[src/tcx_defines.svh]
// register offsets, field positions, reset values and codes for the 16-bit timer/counter
`ifndef TCX_DEFINES_SVH
`define TCX_DEFINES_SVH
`define TCX_OFF_CTRL      4'h0
`define TCX_OFF_LOW       4'h4
`define TCX_OFF_HIGH      4'h8
`define TCX_OFF_FLAG      4'hc
`define TCX_CTRL_RUN      0
`define TCX_CTRL_SRC      1
`define TCX_CTRL_NOSYNC   2
`define TCX_CTRL_OSCEN    3
`define TCX_CTRL_PS_LO    4
`define TCX_CTRL_PS_HI    5
`define TCX_CTRL_WIDE     7
`define TCX_CTRL_MASK     8'hbf
`define TCX_CTRL_RESET    8'h00
`define TCX_FLAG_OVF      0
`define TCX_FLAG_IRQEN    1
`define TCX_CMP_TRIG_MODE 4'hb
`define TCX_PS_1          2'h0
`define TCX_PS_2          2'h1
`define TCX_PS_4          2'h2
`define TCX_PS_8          2'h3
`define TCX_INSTR_DIV     2'h3
`define TCX_COUNT_ZERO    16'h0000
`define TCX_COUNT_MAX     16'hffff
`define TCX_RESP_OKAY     2'h0
`define TCX_RESP_SLVERR   2'h2
`endif

[src/tcx_pkg.sv]
// types shared by the 16-bit timer/counter
package tcx_pkg;
  typedef logic [7:0]  tcx_byte_t;
  typedef logic [15:0] tcx_count_t;
  typedef logic [1:0]  tcx_resp_t;
endpackage

[src/tcx_timer.sv]
// 16-bit timer/counter with prescaler, buffered wide access and compare trigger reset
// Behaviour
// - 16-bit count wraps FFFFh to 0000h
// - wrap sets sticky overflow flag, irq gated
// - control bit 0 runs or stops counting
// - bit 1 picks instruction clock or pin edges
// - bits 5:4 pick prescale 1,2,4,8
// - bit 2 bypasses external clock synchroniser
// - oscillator enable makes pins inputs reading 0
// - oscillator keeps running during sleep
// - bit 7 selects 16-bit or 8-bit access
// - low read copies high byte to buffer
// - low write loads high from buffer
// - wide mode high byte only via buffer
// - only low-byte writes clear the prescaler
// - compare trigger mode 1011 zeroes count, starts conversion
// - trigger reset never sets overflow flag
// - simultaneous write beats trigger reset
// - compare pair acts as period value
// - control bit 6 reads zero
// - count bytes not cleared by reset
//
// Local design decisions: the register addresses and the AXI4-Lite slave port.
`timescale 1ns/1ps
`include "tcx_defines.svh"

module tcx_timer #(
  parameter int ADDR_W = 4
) (
  input  wire logic                core_clk,
  input  wire logic                resetn,
  input  wire logic [ADDR_W-1:0]   s_axi_awaddr,
  input  wire logic                s_axi_awvalid,
  output logic                     s_axi_awready,
  input  wire logic [31:0]         s_axi_wdata,
  input  wire logic [3:0]          s_axi_wstrb,
  input  wire logic                s_axi_wvalid,
  output logic                     s_axi_wready,
  output tcx_pkg::tcx_resp_t       s_axi_bresp,
  output logic                     s_axi_bvalid,
  input  wire logic                s_axi_bready,
  input  wire logic [ADDR_W-1:0]   s_axi_araddr,
  input  wire logic                s_axi_arvalid,
  output logic                     s_axi_arready,
  output logic [31:0]              s_axi_rdata,
  output tcx_pkg::tcx_resp_t       s_axi_rresp,
  output logic                     s_axi_rvalid,
  input  wire logic                s_axi_rready,
  input  wire logic                extCountClockPin,
  input  wire logic                crystalInPin,
  input  wire logic [1:0]          portPinIn,
  input  wire logic [1:0]          portDirectionReg,
  input  wire logic [3:0]          compareModeField,
  input  wire logic                compareMatch,
  input  wire logic                sleepMode,
  output logic [1:0]               portReadValue,
  output logic [1:0]               portPinInputOnly,
  output logic                     crystalOscRunning,
  output logic                     conversionStart,
  output logic                     overflowIrq,
  output tcx_pkg::tcx_count_t      countValue
);
  import tcx_pkg::*;

  // control, count and flag state
  tcx_byte_t  ctrl_reg;
  tcx_count_t count_reg;
  tcx_byte_t  highBuf_reg;
  logic       ovfFlag_reg;
  logic       ovfIrqEn_reg;
  logic [2:0] prescale_reg;
  logic [1:0] instrDiv_reg;
  logic       extSync1_reg;
  logic       extSync2_reg;
  logic       extPrev_reg;
  logic       extRawPrev_reg;

  // axi state
  logic [ADDR_W-1:0] awAddr_reg;
  logic              awHeld_reg;
  tcx_byte_t         wData_reg;
  logic              wStrb0_reg;
  logic              wHeld_reg;

  // control field decode
  wire logic       runEn     = ctrl_reg[`TCX_CTRL_RUN];
  wire logic       srcExt    = ctrl_reg[`TCX_CTRL_SRC];
  wire logic       noSync    = ctrl_reg[`TCX_CTRL_NOSYNC];
  wire logic       oscEn     = ctrl_reg[`TCX_CTRL_OSCEN];
  wire logic [1:0] psSel     = ctrl_reg[`TCX_CTRL_PS_HI:`TCX_CTRL_PS_LO];
  wire logic       wideMode  = ctrl_reg[`TCX_CTRL_WIDE];

  // external source: crystal input when enabled, else the count pin
  wire logic extRaw   = oscEn ? crystalInPin : extCountClockPin;
  // sync path rising edge, or raw rising edge when bypassed
  wire logic syncEdge = extSync2_reg & ~extPrev_reg;
  wire logic rawEdge  = extRaw & ~extRawPrev_reg;
  wire logic extTick  = noSync ? rawEdge : syncEdge;
  wire logic instrTick = (instrDiv_reg == `TCX_INSTR_DIV);
  wire logic srcTick  = srcExt ? extTick : instrTick;

  // prescaler output: ratio selected by the two prescale bits
  wire logic [2:0] psPlus  = prescale_reg + 3'h1;
  wire logic psDone =
    (psSel == `TCX_PS_1) ? 1'b1 :
    (psSel == `TCX_PS_2) ? (psPlus[0] == 1'b0) :
    (psSel == `TCX_PS_4) ? (psPlus[1:0] == 2'h0) :
                           (psPlus == 3'h0);
  wire logic countTick = runEn & srcTick & psDone;
  wire logic wrapNow   = countTick & (count_reg == `TCX_COUNT_MAX);

  // compare special event trigger in mode 1011; compare pair is period
  // only dependable with internal or synchronised counting
  wire logic trigReset = compareMatch & (compareModeField == `TCX_CMP_TRIG_MODE);

  // write channel decode
  wire logic doWrite  = awHeld_reg & wHeld_reg & ~s_axi_bvalid;
  wire logic wrHit    = doWrite & wStrb0_reg;
  wire logic wrCtrl   = wrHit & (awAddr_reg == ADDR_W'(`TCX_OFF_CTRL));
  wire logic wrLow    = wrHit & (awAddr_reg == ADDR_W'(`TCX_OFF_LOW));
  wire logic wrHigh   = wrHit & (awAddr_reg == ADDR_W'(`TCX_OFF_HIGH));
  wire logic wrFlag   = wrHit & (awAddr_reg == ADDR_W'(`TCX_OFF_FLAG));
  wire logic wrMapped = (awAddr_reg == ADDR_W'(`TCX_OFF_CTRL)) |
                        (awAddr_reg == ADDR_W'(`TCX_OFF_LOW)) |
                        (awAddr_reg == ADDR_W'(`TCX_OFF_HIGH)) |
                        (awAddr_reg == ADDR_W'(`TCX_OFF_FLAG));
  // a count write this cycle: low byte, or true high byte in narrow mode
  wire logic countWritten = wrLow | (wrHigh & ~wideMode);

  // read channel decode
  wire logic doRead  = s_axi_arvalid & s_axi_arready;
  wire logic rdCtrl  = (s_axi_araddr == ADDR_W'(`TCX_OFF_CTRL));
  wire logic rdLow   = (s_axi_araddr == ADDR_W'(`TCX_OFF_LOW));
  wire logic rdHigh  = (s_axi_araddr == ADDR_W'(`TCX_OFF_HIGH));
  wire logic rdFlag  = (s_axi_araddr == ADDR_W'(`TCX_OFF_FLAG));
  wire logic rdMapped = rdCtrl | rdLow | rdHigh | rdFlag;
  // wide mode reads the buffer, narrow mode the true high byte
  wire tcx_byte_t highView = wideMode ? highBuf_reg : count_reg[15:8];
  wire tcx_byte_t rdByte =
    rdCtrl ? (ctrl_reg & `TCX_CTRL_MASK) :
    rdLow  ? count_reg[7:0] :
    rdHigh ? highView :
    rdFlag ? {6'h00, ovfIrqEn_reg, ovfFlag_reg} : 8'h00;

  // next count: write wins over trigger, trigger over counting
  tcx_count_t countNext;
  always_comb begin
    countNext = count_reg;
    if (wrLow) begin
      countNext[7:0] = wData_reg;
      if (wideMode)
        countNext[15:8] = highBuf_reg;
    end else if (wrHigh && !wideMode) begin
      countNext[15:8] = wData_reg;
    end else if (trigReset) begin
      countNext = `TCX_COUNT_ZERO;
    end else if (countTick) begin
      countNext = count_reg + 16'h0001;
    end
  end

  // counter holds no reset so it survives controller resets
  // power-up contents are unknown until software writes both bytes
  always_ff @(posedge core_clk) begin
    count_reg <= countNext;
  end

  // high byte buffer: loaded by wide low reads and wide high writes
  always_ff @(posedge core_clk) begin
    if (doRead && rdLow && wideMode)
      highBuf_reg <= count_reg[15:8];
    else if (wrHigh && wideMode)
      highBuf_reg <= wData_reg;
  end

  // control register: bit 6 is never stored
  always_ff @(posedge core_clk or negedge resetn) begin
    if (!resetn)
      ctrl_reg <= `TCX_CTRL_RESET;
    else if (wrCtrl)
      ctrl_reg <= wData_reg & `TCX_CTRL_MASK;
  end

  // overflow interrupt enable
  always_ff @(posedge core_clk or negedge resetn) begin
    if (!resetn)
      ovfIrqEn_reg <= 1'b0;
    else if (wrFlag)
      ovfIrqEn_reg <= wData_reg[`TCX_FLAG_IRQEN];
  end

  // overflow flag: a wrap beats a software clear; a trigger or count write cannot set it
  always_ff @(posedge core_clk or negedge resetn) begin
    if (!resetn)
      ovfFlag_reg <= 1'b0;
    else if (wrapNow && !countWritten && !trigReset)
      ovfFlag_reg <= 1'b1;
    else if (wrFlag)
      ovfFlag_reg <= wData_reg[`TCX_FLAG_OVF];
  end

  // instruction clock: one tick every fourth core clock
  always_ff @(posedge core_clk or negedge resetn) begin
    if (!resetn)
      instrDiv_reg <= 2'h0;
    else
      instrDiv_reg <= instrDiv_reg + 2'h1;
  end

  // two-flop synchroniser and edge history of the external source
  always_ff @(posedge core_clk or negedge resetn) begin
    if (!resetn) begin
      extSync1_reg   <= 1'b0;
      extSync2_reg   <= 1'b0;
      extPrev_reg    <= 1'b0;
      extRawPrev_reg <= 1'b0;
    end else begin
      extSync1_reg   <= extRaw;
      extSync2_reg   <= extSync1_reg;
      extPrev_reg    <= extSync2_reg;
      extRawPrev_reg <= extRaw;
    end
  end

  // prescaler: cleared only by low-byte count writes
  always_ff @(posedge core_clk or negedge resetn) begin
    if (!resetn)
      prescale_reg <= 3'h0;
    else if (wrLow)
      prescale_reg <= 3'h0;
    else if (runEn && srcTick)
      prescale_reg <= psDone ? 3'h0 : psPlus;
  end

  // write address holding register: taken in either order with the data
  always_ff @(posedge core_clk or negedge resetn) begin
    if (!resetn) begin
      awHeld_reg <= 1'b0;
      awAddr_reg <= '0;
    end else if (doWrite) begin
      awHeld_reg <= 1'b0;
    end else if (s_axi_awvalid && s_axi_awready) begin
      awHeld_reg <= 1'b1;
      awAddr_reg <= s_axi_awaddr;
    end
  end

  // write data holding register: only the low byte lane is used
  always_ff @(posedge core_clk or negedge resetn) begin
    if (!resetn) begin
      wHeld_reg  <= 1'b0;
      wData_reg  <= 8'h00;
      wStrb0_reg <= 1'b0;
    end else if (doWrite) begin
      wHeld_reg <= 1'b0;
    end else if (s_axi_wvalid && s_axi_wready) begin
      wHeld_reg  <= 1'b1;
      wData_reg  <= s_axi_wdata[7:0];
      wStrb0_reg <= s_axi_wstrb[0];
    end
  end

  // write response: raised as the held pair is applied, held until bready
  always_ff @(posedge core_clk or negedge resetn) begin
    if (!resetn) begin
      s_axi_bvalid <= 1'b0;
      s_axi_bresp  <= `TCX_RESP_OKAY;
    end else if (doWrite) begin
      s_axi_bvalid <= 1'b1;
      s_axi_bresp  <= wrMapped ? `TCX_RESP_OKAY : `TCX_RESP_SLVERR;
    end else if (s_axi_bvalid && s_axi_bready) begin
      s_axi_bvalid <= 1'b0;
    end
  end

  // write readies: accept when no item of that channel is held and no write response is pending
  always_ff @(posedge core_clk or negedge resetn) begin
    if (!resetn) begin
      s_axi_awready <= 1'b0;
      s_axi_wready  <= 1'b0;
    end else begin
      s_axi_awready <= ~awHeld_reg & ~(s_axi_awvalid & s_axi_awready) & ~doWrite
                       & ~s_axi_bvalid;
      s_axi_wready  <= ~wHeld_reg & ~(s_axi_wvalid & s_axi_wready) & ~doWrite
                       & ~s_axi_bvalid;
    end
  end

  // read ready: one read in flight at a time
  always_ff @(posedge core_clk or negedge resetn) begin
    if (!resetn)
      s_axi_arready <= 1'b0;
    else
      s_axi_arready <= ~s_axi_rvalid & ~doRead;
  end

  // axi read: one-cycle answer after the address is taken
  always_ff @(posedge core_clk or negedge resetn) begin
    if (!resetn) begin
      s_axi_rvalid <= 1'b0;
      s_axi_rdata  <= 32'h0000_0000;
      s_axi_rresp  <= `TCX_RESP_OKAY;
    end else if (doRead) begin
      s_axi_rvalid <= 1'b1;
      s_axi_rdata  <= {24'h00_0000, rdByte};
      s_axi_rresp  <= rdMapped ? `TCX_RESP_OKAY : `TCX_RESP_SLVERR;
    end else if (s_axi_rvalid && s_axi_rready) begin
      s_axi_rvalid <= 1'b0;
    end
  end

  // pin view: oscillator enable forces both pins to inputs reading 0
  always_ff @(posedge core_clk or negedge resetn) begin
    if (!resetn) begin
      portReadValue     <= 2'h0;
      portPinInputOnly  <= 2'h0;
      crystalOscRunning <= 1'b0;
    end else begin
      portReadValue     <= oscEn ? 2'h0 : portPinIn;
      portPinInputOnly  <= oscEn ? 2'h3 : ~portDirectionReg;
      crystalOscRunning <= oscEn; // sleepMode does not stop it
    end
  end

  // conversion start: one pulse per trigger that no count write overrode
  always_ff @(posedge core_clk or negedge resetn) begin
    if (!resetn)
      conversionStart <= 1'b0;
    else
      conversionStart <= trigReset & ~countWritten;
  end

  // interrupt request and count mirror, both one cycle behind
  always_ff @(posedge core_clk or negedge resetn) begin
    if (!resetn) begin
      overflowIrq <= 1'b0;
      countValue  <= `TCX_COUNT_ZERO;
    end else begin
      overflowIrq <= ovfFlag_reg & ovfIrqEn_reg;
      countValue  <= count_reg;
    end
  end

  wire logic unusedIn = sleepMode;

endmodule

[config.mk]
export PLATFORM = sky130hd
export DESIGN_NAME = tcx_timer
export DESIGN_NICKNAME = d
export VERILOG_FILES = /design/src/tcx_pkg.sv /design/src/tcx_timer.sv
export VERILOG_INCLUDE_DIRS = /design/src
export SDC_FILE = /design/constraint.sdc
export NUM_CORES = 1
export LEC_CHECK = 0
export BUFFER_PORTS_ARGS = -buffer_cell sky130_fd_sc_hd__buf_2
export CORE_ASPECT_RATIO = 1.1
export CORE_UTILIZATION = 52
export DETAILED_ROUTE_END_ITERATION = 12
export GPL_ROUTABILITY_DRIVEN = 0
export HOLD_SLACK_MARGIN = 0.05
export PLACE_DENSITY = 0.8
export SETUP_SLACK_MARGIN = 0.05
export SYNTH_ARGS = -nofsm -noshare
export SYNTH_HDL_FRONTEND = slang
export SYNTH_SLANG_ARGS = --single-unit
[constraint.sdc]
create_clock -name core_clk -period 2.4 [get_ports core_clk]
set_clock_uncertainty 0.1 [all_clocks]
set_input_delay 0.36 -clock core_clk [delete_from_list [all_inputs] [get_ports core_clk]]
set_output_delay 0.36 -clock core_clk [all_outputs]
set_load 0.05 [all_outputs]
==> results.ini <==
[clocking]
clk_pin_slew_ns = 0.09
cts_sinks = 94
htreeDepth = 3
clock_latency_ns = 0.35
clockRootBuffer = clkbuf_8
cts_buffers = 9
cts_tree = built
cts_buffer_depth = 2
post_cts_buffers = 0

[timing]
setup_ws_ns = 0.226
rsz0062_at_grt = no
fmax_mhz = 460
finalSetupViolCount = 0
post-route-period-util_pct = 90.6
hold_violations = 0
slew_headroom_pct = 56.2
min_period_ns = 2.17
maxSlewViolCount = 0
timing.setup.tns_ns = 0
worst_pin_slew_ns = 0.658

[min_path]
hold-path-endpoint = portPinInputOnly[1]
hp-class = in -> reg
worstHoldStart = portDirectionReg[1]
worstHoldPathCells = 2

[yosys]
syn_inst = 346
synth.area.top_cells = dfrtp_1 (40%), edfxtp_1 (17%), mux2_2 (7.5%)
yosysMostFrequentCell = dfrtp_1
synth-edff-count = 24
ys_warn_count = 0
synth_area_sq_mm = 0.00436
postSynthAreaPerCell_sq_um = 12.6
ys_types = 52
yosysTopAreaCell = dfrtp_1
ys_seq_elements = 94
yosys.area.top_type_share_pct = 40.2
synth_ff_type = dfrtp_1
synth_common_cells = dfrtp_1 (70), mux2_2 (29), buf_4 (28), edfxtp_1 (24), nand2_1 (23)
ys_async_sr_fraction_pct = 74.5
seq_area_frac_synth_pct = 56.7

[pwr]
p_leak_uw = 0.00228
power_switching_uw = 2240
p_int_uw = 3360
power_switching_share_pct = 40.1
clock_power_share_pct = 18.2
ir_drop_mv = 0.799
p_comb_share_pct = 36.3
seq_power_share_pct = 45.5
p_per_area_mw_per_mm2 = 1110

[finish]
drive_above_1_share_pct = 33.7
fin_area_sq_mm = 0.00503
syn_to_final_growth_pct = 15.3
diodes = 0
nNetsFinal = 501

[critical_path]
timing.rr.start = ctrl_reg[2]
reg2reg_to = count_reg[14]
r2r_slack_ns = 0.23
path_delay_family = simple AND/OR/NAND/NOR gates
path_cells = or3b_2 -> o311ai_0 -> buf_4 -> nand3b_1 -> or2b_1
cp_max_fo = 8
cp.buffers_inverters = 1
cp_slowest_cell = or3b_2
max_stage_delay_ns = 0.45
cp.arrival_ns = 2.08
crit_required_ns = 2.30
cp-end-kind = flip-flop
startpoint_type = flip-flop
reg2reg_depth = 5
worstSetupPathType = reg -> reg

[floorplan]
dieArea_sq_mm = 0.00876
die_width_um = 89.3
fp-row-count = 34
pin_count = 127
core_area_sq_mm = 0.00804
start_util_pct = 54.2
dieHeight_um = 98.1

[grt]
grt.total_usage_pct = 21.7
grt_pass1_vias = 2976
grt_pass1_wl_um = 14200
antenna_found_initial = 0
grt_max_degree = 42
grt_remaining_overflow = 0

[route]
avgViaCountPerCell = 5.49
drt_iter0_markers = 197
wirelength_um = 8750
drc = 0
vias = 3005
drt_first_pass_iters = 5
post_drt_wl_per_cell_um = 16.0
drtAntennaViolNets = 0

[placed_design]
placed_cell_area_sq_mm = 0.00482
port_buffers = 72
dpl.hpwl_um = 6540
post-place-ws_ns = 0.143

[outcome]
status = finished, final reports clean

[flow_run]
drv_cap = 0

## worst max path at each step
stage                        startpoint              to  cells after the start
after floorplan           s_axi_arready  highBuf_reg[0]                      5
after global placement      ctrl_reg[2]    count_reg[2]                      6
after detailed placement    ctrl_reg[2]    count_reg[3]                      6
after CTS                   ctrl_reg[2]    count_reg[6]                      6
after global routing        ctrl_reg[2]   count_reg[13]                      5
final                       ctrl_reg[2]   count_reg[14]                      5
## metrics by stage
stage               hold WS [ns]  total power [uW]  utilization (%)  cells
finish                    0.0636              5600             62.6    547
global route              0.0593              5910             62.6    547
CTS                       0.0534              5630             62.5    547
detailed placement         0.258              4610             59.9    530
global placement           0.253              4520             59.9    530
floorplan                -0.0356              4010                -    371
## repair_timing
| action | 4_1_cts | 5_1_grt |
|---|---|---|
| hold buffers | 1 | 0 |
| resized for setup | 0 | 1 |
| setup endpoints to repair | 0 | 8 |
| hold endpoints to repair | 29 | 0 |
## layout by cell type, fill, tap and decap left out, types with 2 or more instances in the layout
cell type,count
and2_1,2
o22ai_1,7
ha_1,4
conb_1,26
nor3_1,3
clkbuf_1,3
nand2_1,22
xnor2_1,5
a211oi_1,2
edfxtp_1,24
nand2b_1,8
a22o_1,7
dfrtp_1,70
and3_1,4
clkbuf_16,2
nand4_1,5
xor2_1,9
nor2b_1,5
mux4_2,2
mux2_4,7
o21ai_0,14
mux2i_1,10
nor2_1,16
nor2_2,2
nand2_2,2
a21o_1,2
a21oi_1,7
buf_4,14
nand3_1,6
and2b_1,2
buf_2,72
inv_1,7
clkbuf_8,9
mux2_2,29
a32oi_1,8
## final cells by class
type                    instances  area (sq um)
flip-flops and latches         94          2470
clock buffers                  14           185
multi-input cells             234          1700
clock inverters                 2          13.8
well taps                     108           135
fillers                       651          3010
inverters                       7          26.3
repair buffers                 88           495
## routing by layer
metal | routed length, um | GRT usage, % | share of wire, %
met2 | 4320 | 34.9 | 49
met5 | 0 | 0 | 0
met1 | 3520 | 28.0 | 40
met3 | 687 | 3.21 | 7.8
met4 | 224 | 11.8 | 2.6
## worst reg2reg max path, cell delays in order, from the launching register on
cell and delay [ns]:
dfrtp_1 0.38, or3b_2 0.45, o311ai_0 0.14, buf_4 0.20, nand3b_1 0.14, or2b_1 0.42
## cell families (layout without fill, tap and decap cells)
group	Yosys count	after routing	synth area share [%]
AO/OA/AOI/OAI	56	56	8.98
XOR/XNOR	14	14	2.81
adder cells (fa/ha/maj)	4	4	1.15
buffers and inverters	43	111	6.51
flip-flops	94	94	56.7
multiplexers	48	48	13.2
other	1	26	0.0860
AND/OR/NAND/NOR	86	86	10.6
## power groups by stage
stage | clock network, uW | logic [uW] | registers (uW)
6_report | 1020 | 2030 | 2550
5_1_grt | 1110 | 2190 | 2610
4_1_cts | 1040 | 2040 | 2540
3_5_place_dp | 0 | 2030 | 2580
3_3_place_gp | 0 | 1980 | 2540
2_1_floorplan | 0 | 1050 | 2960
Power figures use the tool's default switching activity.
